--- config.mk ---
export PLATFORM = sky130hd
export DESIGN_NAME = lpwt_top
export DESIGN_NICKNAME = d
export VERILOG_FILES = /design/src/rtl/lpwt_pkg.sv /design/src/rtl/lpwt_top.sv /design/src/rtl/lpwt_slow_edge.sv
export SDC_FILE = /design/constraint.sdc
export NUM_CORES = 1
export LEC_CHECK = 0
export BUFFER_PORTS_ARGS = -buffer_cell sky130_fd_sc_hd__buf_2
export CAP_MARGIN = 20
export CORE_ASPECT_RATIO = 0.9
export CORE_MARGIN = 2
export CORE_UTILIZATION = 30
export DETAILED_ROUTE_END_ITERATION = 6
export PLACE_DENSITY_LB_ADDON = 0.15
export SYNTH_ARGS = -nofsm -noshare
export SYNTH_HDL_FRONTEND = slang
export SYNTH_SLANG_ARGS = --single-unit
--- constraint.sdc ---
create_clock -name clk_i -period 4.2 [get_ports clk_i]
set_clock_uncertainty 0.1 [all_clocks]
set_input_delay 0.21 -clock clk_i [delete_from_list [all_inputs] [get_ports clk_i]]
set_output_delay 0.21 -clock clk_i [all_outputs]
set_load 0.1 [all_outputs]
--- src/rtl/lpwt_pkg.sv ---
// Package with register map, field layout and reset values of the low power wake timer.
package lpwt_pkg;
    // ==========================================================
    // Register offsets
    localparam logic [15:0] LPWT_OFF_CNT_LOW = 16'h0095;
    localparam logic [15:0] LPWT_OFF_CNT_MID = 16'h0096;
    localparam logic [15:0] LPWT_OFF_CNT_HIGH = 16'h0097;
    localparam logic [15:0] LPWT_OFF_LOAD_STATE = 16'h00AD;
    localparam logic [15:0] LPWT_OFF_CAP_SEL = 16'h62B0;
    localparam logic [15:0] LPWT_OFF_CAP_STATE = 16'h62B1;
    localparam logic [15:0] LPWT_OFF_CAPV_LOW = 16'h62B2;
    localparam logic [15:0] LPWT_OFF_CAPV_MID = 16'h62B3;
    localparam logic [15:0] LPWT_OFF_CAPV_HIGH = 16'h62B4;
    // ==========================================================
    // Widths, fields and reset values
    localparam int LPWT_CNT_W = 24;
    localparam logic [23:0] LPWT_CMP_RESET = 24'hFFFFFF;
    localparam logic [1:0] LPWT_PORT_RESET = 2'h3;
    localparam logic [2:0] LPWT_PIN_RESET = 3'h7;
    localparam logic [1:0] LPWT_PORT_OFF = 2'h3;
    localparam logic [1:0] LPWT_PORT_LAST_NARROW = 2'h2;
    localparam logic [2:0] LPWT_PIN_MAX_NARROW = 3'h5;
    localparam int LPWT_PORT_LSB = 3;
    localparam int LPWT_DMA_TRIGGER_NUM = 11;
    // Compare load takes this many slow ticks to complete.
    localparam int LPWT_LOAD_TICKS = 2;
    // ==========================================================
    // Power modes
    typedef enum logic [1:0] {
        LPWT_PM_ACTIVE,
        LPWT_PM_ONE,
        LPWT_PM_TWO,
        LPWT_PM_DEEPEST
    } lpwt_pmode_t;
endpackage

--- src/rtl/lpwt_top.sv ---
// Low power wake timer: 24-bit slow counter with compare, wake, DMA trigger and capture.
`timescale 1ns/1ns
module lpwt_top #(
    parameter int CNT_W = lpwt_pkg::LPWT_CNT_W
) (
    input wire logic clk_i,
    input wire logic resetn_i,
    input wire logic slow_clk_i,
    input wire logic [15:0] reg_addr_i,
    input wire logic reg_wr_i,
    input wire logic reg_rd_i,
    input wire logic [7:0] reg_wdata_i,
    output logic [7:0] reg_rdata_o,
    input wire logic [7:0] port0_pin_irq_flags_i,
    input wire logic [7:0] port1_pin_irq_flags_i,
    input wire logic [5:0] port2_pin_irq_flags_i,
    input wire lpwt_pkg::lpwt_pmode_t power_mode_i,
    input wire logic wake_timer_irq_enable_i,
    input wire logic wake_timer_irq_clear_i,
    output logic wake_timer_irq_flag_o,
    output logic wake_timer_irq_o,
    output logic dma_trigger_o,
    output logic wake_request_o,
    output logic slow_clock_level_bit_o
);
    import lpwt_pkg::*;

    logic slow_level;
    logic slow_rise;
    logic [CNT_W-1:0] count;
    logic [CNT_W-1:0] snapshot;
    logic [CNT_W-1:0] compare;
    logic [7:0] wr_mid;
    logic [7:0] wr_high;
    logic load_ready_bit;
    logic [CNT_W-1:0] load_value;
    logic [1:0] load_ticks;
    logic [1:0] cap_port;
    logic [2:0] cap_pin;
    logic cap_valid;
    logic [CNT_W-1:0] captured_value;
    logic [2:0] pin_meta;
    logic [2:0] pin_sync;
    logic pin_seen;
    logic cmp_hit;
    logic cmp_prev;
    logic cmp_event;
    logic cap_event;
    logic wr_low;
    logic running;

    // Decodes the capture select into a single pin flag, or zero when disabled.
    function automatic logic pin_flag(input logic [1:0] port, input logic [2:0] pin,
                                      input logic [7:0] p0, input logic [7:0] p1,
                                      input logic [5:0] p2);
        pin_flag = 1'b0;
        if (port == 2'h0) begin
            pin_flag = p0[pin];
        end else if (port == 2'h1) begin
            pin_flag = p1[pin];
        end else if (port == LPWT_PORT_LAST_NARROW && pin <= LPWT_PIN_MAX_NARROW) begin
            pin_flag = p2[pin];
        end
    endfunction

    // ==========================================================
    // Slow clock crossing
    lpwt_slow_edge u_slow_edge (
        .clk_i(clk_i),
        .resetn_i(resetn_i),
        .slow_clk_i(slow_clk_i),
        .level_o(slow_level),
        .rise_o(slow_rise)
    );

    assign running = (power_mode_i != LPWT_PM_DEEPEST);
    assign wr_low = reg_wr_i && (reg_addr_i == LPWT_OFF_CNT_LOW);

    // ==========================================================
    // Counter
    // The deepest mode removes power; the count is cleared and held at zero there.
    always_ff @(posedge clk_i or negedge resetn_i) begin
        if (!resetn_i) begin
            count <= '0;
        end else if (!running) begin
            count <= '0;
        end else if (slow_rise) begin
            count <= count + 1'b1;
        end
    end

    always_ff @(posedge clk_i or negedge resetn_i) begin
        if (!resetn_i) begin
            snapshot <= '0;
        end else if (reg_rd_i && reg_addr_i == LPWT_OFF_CNT_LOW) begin
            snapshot <= count;
        end
    end

    // ==========================================================
    // Compare load handshake
    // The load completes on the slow side, so ready drops for a couple of ticks.
    always_ff @(posedge clk_i or negedge resetn_i) begin
        if (!resetn_i) begin
            wr_mid <= '0;
            wr_high <= '0;
        end else if (reg_wr_i && reg_addr_i == LPWT_OFF_CNT_MID) begin
            wr_mid <= reg_wdata_i;
        end else if (reg_wr_i && reg_addr_i == LPWT_OFF_CNT_HIGH) begin
            wr_high <= reg_wdata_i;
        end
    end

    always_ff @(posedge clk_i or negedge resetn_i) begin
        if (!resetn_i) begin
            load_ready_bit <= 1'b1;
            load_value <= LPWT_CMP_RESET;
            load_ticks <= '0;
            compare <= LPWT_CMP_RESET;
        end else if (load_ready_bit) begin
            if (wr_low) begin
                load_value <= {wr_high, wr_mid, reg_wdata_i};
                load_ready_bit <= 1'b0;
                load_ticks <= 2'(LPWT_LOAD_TICKS - 1);
            end
        end else if (slow_rise) begin
            if (load_ticks == 2'h0) begin
                compare <= load_value;
                load_ready_bit <= 1'b1;
            end else begin
                load_ticks <= load_ticks - 2'h1;
            end
        end
    end

    // ==========================================================
    // Compare event, flag, DMA trigger and wake
    assign cmp_hit = running && (count == compare);
    assign cmp_event = cmp_hit && !cmp_prev;

    always_ff @(posedge clk_i or negedge resetn_i) begin
        if (!resetn_i) begin
            cmp_prev <= 1'b0;
            dma_trigger_o <= 1'b0;
            wake_request_o <= 1'b0;
        end else begin
            cmp_prev <= cmp_hit;
            dma_trigger_o <= cmp_event;
            wake_request_o <= cmp_event && (power_mode_i == LPWT_PM_ONE ||
                                            power_mode_i == LPWT_PM_TWO);
        end
    end

    // Set wins over a clear arriving in the same cycle.
    always_ff @(posedge clk_i or negedge resetn_i) begin
        if (!resetn_i) begin
            wake_timer_irq_flag_o <= 1'b0;
            wake_timer_irq_o <= 1'b0;
        end else begin
            if (cmp_event) begin
                wake_timer_irq_flag_o <= 1'b1;
            end else if (wake_timer_irq_clear_i) begin
                wake_timer_irq_flag_o <= 1'b0;
            end
            wake_timer_irq_o <= (cmp_event || (wake_timer_irq_flag_o &&
                                 !wake_timer_irq_clear_i)) && wake_timer_irq_enable_i;
        end
    end

    // ==========================================================
    // Capture
    // Pin flags come from another block; they are synchronised before use.
    always_ff @(posedge clk_i or negedge resetn_i) begin
        if (!resetn_i) begin
            pin_meta <= '0;
            pin_sync <= '0;
        end else begin
            pin_meta <= {pin_meta[1:0], pin_flag(cap_port, cap_pin, port0_pin_irq_flags_i,
                         port1_pin_irq_flags_i, port2_pin_irq_flags_i)};
            pin_sync <= {pin_sync[1:0], pin_meta[1]};
        end
    end

    // The flag must still be high at a slow edge, which sets pin_seen until the flag drops, so one capture fires.
    always_ff @(posedge clk_i or negedge resetn_i) begin
        if (!resetn_i) begin
            pin_seen <= 1'b0;
        end else if (!pin_sync[1]) begin
            pin_seen <= 1'b0;
        end else if (slow_rise) begin
            pin_seen <= 1'b1;
        end
    end

    assign cap_event = slow_rise && pin_sync[1] && !pin_seen && !cap_valid &&
                       running;

    always_ff @(posedge clk_i or negedge resetn_i) begin
        if (!resetn_i) begin
            cap_port <= LPWT_PORT_RESET;
            cap_pin <= LPWT_PIN_RESET;
        end else if (reg_wr_i && reg_addr_i == LPWT_OFF_CAP_SEL) begin
            cap_port <= reg_wdata_i[LPWT_PORT_LSB +: 2];
            cap_pin <= reg_wdata_i[2:0];
        end
    end

    always_ff @(posedge clk_i or negedge resetn_i) begin
        if (!resetn_i) begin
            captured_value <= '0;
            cap_valid <= 1'b0;
        end else if (cap_event) begin
            captured_value <= count + 1'b1;
            cap_valid <= 1'b1;
        end else if (reg_wr_i && reg_addr_i == LPWT_OFF_CAP_STATE && !reg_wdata_i[0]) begin
            cap_valid <= 1'b0;
        end
    end

    // ==========================================================
    // Register read port
    always_ff @(posedge clk_i or negedge resetn_i) begin
        if (!resetn_i) begin
            reg_rdata_o <= '0;
            slow_clock_level_bit_o <= 1'b0;
        end else begin
            slow_clock_level_bit_o <= slow_level;
            if (reg_rd_i) begin
                unique case (reg_addr_i)
                    LPWT_OFF_CNT_LOW: reg_rdata_o <= count[7:0];
                    LPWT_OFF_CNT_MID: reg_rdata_o <= snapshot[15:8];
                    LPWT_OFF_CNT_HIGH: reg_rdata_o <= snapshot[23:16];
                    LPWT_OFF_LOAD_STATE: reg_rdata_o <= {7'h00, load_ready_bit};
                    LPWT_OFF_CAP_SEL: reg_rdata_o <= {3'h0, cap_port, cap_pin};
                    LPWT_OFF_CAP_STATE: reg_rdata_o <= {7'h00, cap_valid};
                    LPWT_OFF_CAPV_LOW: reg_rdata_o <= captured_value[7:0];
                    LPWT_OFF_CAPV_MID: reg_rdata_o <= captured_value[15:8];
                    LPWT_OFF_CAPV_HIGH: reg_rdata_o <= captured_value[23:16];
                    default: reg_rdata_o <= 8'h00;
                endcase
            end
        end
    end
endmodule

--- src/rtl/lpwt_slow_edge.sv ---
// Two-stage synchroniser and rising edge detector for the slow clock.
`timescale 1ns/1ns
module lpwt_slow_edge (
    input wire logic clk_i,
    input wire logic resetn_i,
    input wire logic slow_clk_i,
    output logic level_o,
    output logic rise_o
);
    logic meta;
    logic sync;
    logic prev;

    // ==========================================================
    // Synchroniser and edge detection
    always_ff @(posedge clk_i or negedge resetn_i) begin
        if (!resetn_i) begin
            meta <= 1'b0;
            sync <= 1'b0;
            prev <= 1'b0;
        end else begin
            meta <= slow_clk_i;
            sync <= meta;
            prev <= sync;
        end
    end

    assign level_o = sync;
    assign rise_o = sync & ~prev;
endmodule

Yosys cells after proc, flatten, opt, wreduce, memory -nomap -nowiden
Index checks and enable logic that the tools add are counted.

Flip-flop bits (word level): 166. Input port bits: 55. Output and inout port bits: 13.

Add/subtract/negate cells: 2. Order comparisons: 2. Equality and inequality tests: 19. Multiplexer cells: 26. Bitwise operators: 4. Reduce and logical (&&, ||, !) cells: 33.

Operators by type and width (number): == test 16 x 15 -> 1 bit, second input constant (5); one-hot mux 8 bit (9 select lines) (1); == test 16 x 8 -> 1 bit, second input constant (4); 2-to-1 mux 24 bit (2); adder 24 x 1 -> 24 bit, second input constant (1); == test 24 bit (1); logical AND 1 bit (17); 2-to-1 mux 1 bit (16); binary-select mux 1 bit (select 3 bit) (3); 2-to-1 mux 2 bit (4); != test 2 bit, second input constant (4); AND reduction 3 bit (2); nonzero test 2 bit (3); logical NOT 1 bit (5); == test 2 x 1 -> 1 bit, second input constant (2); == test 2 bit, second input constant (2); logical NOT 2 bit (2); less-than comparator 3 x 4 -> 1 bit, second input constant (1); AND reduction 2 bit (2); less-or-equal comparator 3 bit, second input constant (1); inverter 1 bit (3); logical OR 1 bit (2); != test 2 x 1 -> 1 bit, second input constant (1); subtractor 2 x 1 -> 2 bit, second input constant (1); bitwise AND 1 bit (1).

Logic depth before layout (Yosys ltp)
Word-level depth: 7. Depth in mapped cells: 8. Gate-level depth less buffers: 6.

By module
Synthesis repeated with hierarchy kept, for this count alone.

Cell total of the unflattened synthesis: 663. Area, all modules: 7848.8 um^2.

By module, submodules not included: lpwt_top (times used 1, cells each 659, area an instance 7759.9 um^2, sequential area each 3971.3 um^2); lpwt_slow_edge (times used 1, cells each 4, area an instance 88.8 um^2, sequential area each 75.1 um^2).

Least setup slack after synthesis
OpenSTA, ideal clock, no wires.

Path type: register -> register. Start point: register u_slow_edge.prev. End point: register compare[10]. Setup time: 82 ps. Arrival: 2265 ps. Required time: 4018 ps. Path slack: 1753 ps. Cell stages (with the launch flop): 6. Buffers on the path: 2. Cells stage by stage: dfrtp_1 nor2b_1 and3_1 clkbuf_1 buf_1 mux2_2.

Word-level cells in the longest chain between the ends: 3.

RTL lines: start, declared (line lpwt_slow_edge.sv:12) `logic prev;`; start signal, assigned (line lpwt_slow_edge.sv:24) `prev <= sync;`; inverter 1 bit (line lpwt_slow_edge.sv:29) `assign rise_o = sync & ~prev;`; bitwise AND 1 bit (line lpwt_slow_edge.sv:29); AND reduction 3 bit (no line); end signal, assigned (line lpwt_top.sv:128) `compare <= load_value;`; end, declared (line lpwt_top.sv:32) `logic [CNT_W-1:0] compare;`.

No other way between the ends. A chain may end at the register's enable or synchronous reset.

Worst setup path in the final report
Start point: input port power_mode_i[1]. End point: register wake_timer_irq_o.

Word-level cells in the longest chain between the ends: 5.

RTL lines: start, declared (line lpwt_top.sv:17) `input wire lpwt_pkg::lpwt_pmode_t power_mode_i,`; != test 2 bit (line lpwt_top.sv:76) `assign running = (power_mode_i != LPWT_PM_DEEPEST);`; logical AND 1 bit (line lpwt_top.sv:138) `assign cmp_hit = running && (count == compare);`; logical AND 1 bit (line lpwt_top.sv:139) `assign cmp_event = cmp_hit && !cmp_prev;`; net cmp_event (line lpwt_top.sv:47) `logic cmp_event;`; logical OR 1 bit (line lpwt_top.sv:165) `wake_timer_irq_o <= (cmp_event || (wake_timer_irq_flag_o &&`; logical AND 1 bit (line lpwt_top.sv:166) `!wake_timer_irq_clear_i)) && wake_timer_irq_enable_i;`; end signal, assigned (line lpwt_top.sv:165); end, declared (line lpwt_top.sv:21) `output logic wake_timer_irq_o,`.

The timed path passes the listed nets, and every way through them passes these cells.

==> flow_metrics.env <==
export IMPL_fin_area_mm2=0.00903
export IMPL_worstSetupStartpointType="input pin"
export IMPL_grt_pass1_vias=5548
export IMPL_firstDrtPassIters=4
export IMPL_reg2regPathDepth=6
export IMPL_reg2reg_from="count[11]"
export IMPL_syn_area_mm2=0.00773
export IMPL_cts_resized=0
export IMPL_clock_sinks=158
export IMPL_fillers=2496
export IMPL_crit_buf_inv=4
export IMPL_cp_end_kind="register"
export IMPL_cts_buffers_inserted=17
export IMPL_slew_headroom_pct=30.2
export IMPL_outcome="finished clean"
export IMPL_drive_gt1_share_pct=36.7
export IMPL_swShare_pct=28.1
export IMPL_hold_viol_final=0
export IMPL_worst_pin_slew_ns=1.04
export IMPL_path_depth=9
export IMPL_drc_errors=0
export IMPL_crit_top_cell="dlygate4sd3_1"
export IMPL_grt_pass1_wl_mm=32.2
export IMPL_fin_crit_ns=2.99
export IMPL_worstSkewPairLatency_ns=0.43
export IMPL_ys_types=55
export IMPL_reg2reg_slack_ns=1.43
export IMPL_power_frac_comb_pct=10.5
export IMPL_p_clk_share_pct=43.6
export IMPL_p_leak_nw=4.01
export IMPL_track_usage_pct=15.5
export IMPL_startpoint="power_mode_i[1]"
export IMPL_yosys_area_top_type_share_pct=33.7
export IMPL_initial_utilization_pct=30.6
export IMPL_rsz0062_at_grt="false"
export IMPL_holdBufCountCts=9
export IMPL_arrival_ns=3.25
export IMPL_r2r_end="wake_timer_irq_o"
export IMPL_n_antenna_cell=0
export IMPL_synth_warnings=0
export IMPL_coreArea_mm2=0.0253
export IMPL_syn_to_final_growth_pct=16.8
export IMPL_multi_input_area_mm2=0.00347
export IMPL_clk_pin_slew_ns=0.07
export IMPL_powerDensity_mw_per_mm2=391
export IMPL_register_area_mm2=0.00402
export IMPL_vias=5339
export IMPL_max_freq_mhz=335
export IMPL_drt_initial_drc_count=305
export IMPL_cts_tree="done"
export IMPL_gp_congestion=0.852
export IMPL_ant_nets=0
export IMPL_ir_drop_mv=0.196
export IMPL_drv_cap=0
export IMPL_synth_area_leaders="dfrtp_1 (34%), dfstp_2 (18%), mux2_2 (10%)"
export IMPL_worstPathCellList="dlygate4sd3_1 -> buf_2 -> ha_1 -> buf_4 -> nor2_1 -> nand4_1 -> nor4_1 -> o21a_1 -> dlygate4sd3_1"
export IMPL_cts_root_buf="clkbuf_16"
export IMPL_cts_setup_buffers=0
export IMPL_synth_most_common_cell="dfrtp_1"
export IMPL_nets=777
export IMPL_period_share_pct=71.1
export IMPL_synthTopCellsByCount="dfrtp_1 (104), mux2_2 (72), nand2_1 (57)"
export IMPL_post_dp_cell_area_mm2=0.00836
export IMPL_cp_slowest_stage_delay_ns=0.57
export IMPL_routed_wirelength_mm=20.0
export IMPL_wire_per_inst_um=18.6
export IMPL_slew_viol_final=0
export IMPL_power_switching_w=0.000993
export IMPL_yosysTopAreaCell="dfrtp_1"
export IMPL_ys_seq_area_share_pct=52.0
export IMPL_cts_htree_levels=4
export IMPL_antenna_found_initial=0
export IMPL_cp_endpoint="wake_timer_irq_o"
export IMPL_die_h_um=156
export IMPL_async_flop_share_pct=100
export IMPL_ys_flop_type="dfrtp_1"
export IMPL_syn_nets=718
export IMPL_viasPerCell=4.97
export IMPL_syn_inst=660
export IMPL_critPathKind="in2reg"
export IMPL_cpMaxStageDelayCell="nor4_1"
export IMPL_finalSetupViolCount=0
export IMPL_syn_avg_cell_area_um2=11.7
export IMPL_port_buffers=67
export IMPL_dieArea_mm2=0.0271
export IMPL_hpwl_mm=14.6
export IMPL_synth_ff_latch_count=158
export IMPL_tns_ns=0
export IMPL_die_w_um=173
export IMPL_cp_max_fo=15
export IMPL_synth_edf_count=0
export IMPL_core_rowCount=55
export IMPL_internal_power_w=0.00254
export IMPL_grt_overflow=0
export IMPL_cp_top_family="buffers and inverters"
export IMPL_cp_required_ns=4.46
export IMPL_hold_path_class="in2reg"
export IMPL_seqPwrFrac_pct=45.9
export IMPL_ios=68
export IMPL_grt_max_degree=102
export IMPL_clockBufferDepth=2
==> cells in the final DEF (no fill, tap or decap), drive strengths merged, types with 2 or more instances in the layout <==
| cell type | instances |
|---|---|
| dfrtp | 104 |
| mux2 | 94 |
| buf | 75 |
| nand2 | 58 |
| dfstp | 54 |
| xor2 | 48 |
| nor2 | 39 |
| o21ai | 32 |
| nand3 | 20 |
| nand4 | 19 |
| inv | 19 |
| xnor2 | 18 |
| clkbuf | 18 |
| nor4 | 14 |
| a21oi | 10 |
| mux2i | 9 |
| dlygate4sd3 | 9 |
| and3 | 7 |
| and2 | 6 |
| nor2b | 6 |
| a221oi | 6 |
| a31oi | 6 |
| nor3 | 6 |
| mux4 | 5 |
| nor3b | 5 |
| nor4b | 5 |
| or3 | 4 |
| nand2b | 3 |
| and4 | 3 |
| o22ai | 3 |
| ha | 3 |
| clkinv | 3 |
| o21a | 2 |
| a21o | 2 |
| a222oi | 2 |
| a22oi | 2 |
| nor4bb | 2 |
==> through the flow <==
stage,power [W],setup WS (ns),hold WS [ns],utilization (%),instances
after floorplan,0.00188,1.75,-0.186,-,660
after global placement,0.00201,1.61,0.218,33.1,1032
after detailed placement,0.00202,1.62,0.222,33.1,1033
after CTS,0.00358,1.08,0.00213,35.8,1074
after global routing,0.00369,0.983,0.00151,35.8,1074
final,0.00354,1.21,0.0172,35.8,1074
==> power by group through the flow <==
| stage | Combinational, W | Sequential, W | Clock (W) |
|---|---|---|---|
| 2_1_floorplan | 0.000117 | 0.00176 | 0 |
| 3_3_place_gp | 0.000365 | 0.00165 | 0 |
| 3_5_place_dp | 0.000369 | 0.00165 | 0 |
| 4_1_cts | 0.000379 | 0.00162 | 0.00158 |
| 5_1_grt | 0.000405 | 0.00163 | 0.00165 |
| 6_report | 0.000372 | 0.00162 | 0.00154 |
==> worst min-delay path by stage <==
| stage | from | to | slack [ns] | cells past startpoint |
|---|---|---|---|---|
| 4_1_cts | reg_wdata_i[2] | wr_mid[2] | 0.002 | 2 |
| 2_1_floorplan | resetn_i | cap_valid | -0.19 | 0 |
| 3_5_place_dp | slow_clk_i | u_slow_edge.meta | 0.22 | 1 |
| 6_report | reg_wdata_i[2] | load_value[2] | 0.02 | 2 |
| 3_3_place_gp | slow_clk_i | u_slow_edge.meta | 0.22 | 1 |
| 5_1_grt | reg_wdata_i[2] | wr_mid[2] | 0.002 | 2 |
==> cell type report <==
class / instances / area share (%)
multi-input cells: 448 / 38.4
clock inverters: 14 / 1.59
repair buffers: 84 / 5.44
inverters: 10 / 0.416
clock buffers: 18 / 4.86
flip-flops and latches: 158 / 44.5
well taps: 342 / 4.74
==> kinds of logic after synthesis <==
| kind of cell | count (synthesis) | synth area share (%) |
|---|---|---|
| flops | 158 | 52.0 |
| compound gates | 70 | 5.50 |
| mux | 108 | 17.2 |
| fa+ha+maj | 3 | 0.486 |
| xor+xnor | 66 | 7.48 |
| buf+inv | 54 | 3.07 |
| simple gates | 201 | 14.2 |
==> registers in the layout (all words and copies together) (netlist names), 3 cells and up <==
signal	count
captured_value	24
compare	24
count	24
load_value	24
snapshot	16
reg_rdata_o	8
wr_high	8
wr_mid	8
cap_pin	3
==> layer usage <==
layer | global-route usage, % | routed length, µm
met5 | 0 | 0
met4 | 4.72 | 316
met3 | 3.06 | 776
met2 | 25.4 | 9590
met1 | 20.9 | 9340
==> worst reg2reg max path: cells and delay by family (launching register included) <==
| kind | cells | cell delay (ns) |
|---|---|---|
| and+or+nand+nor | 3 | 1.13 |
| buffers and inverters | 1 | 0.53 |
| DFF | 1 | 0.52 |
| xor gates and xnor gates | 1 | 0.22 |
| AOI/OAI and AO/OA | 1 | 0.20 |
No activity file was read; power rests on OpenSTA's default activity.
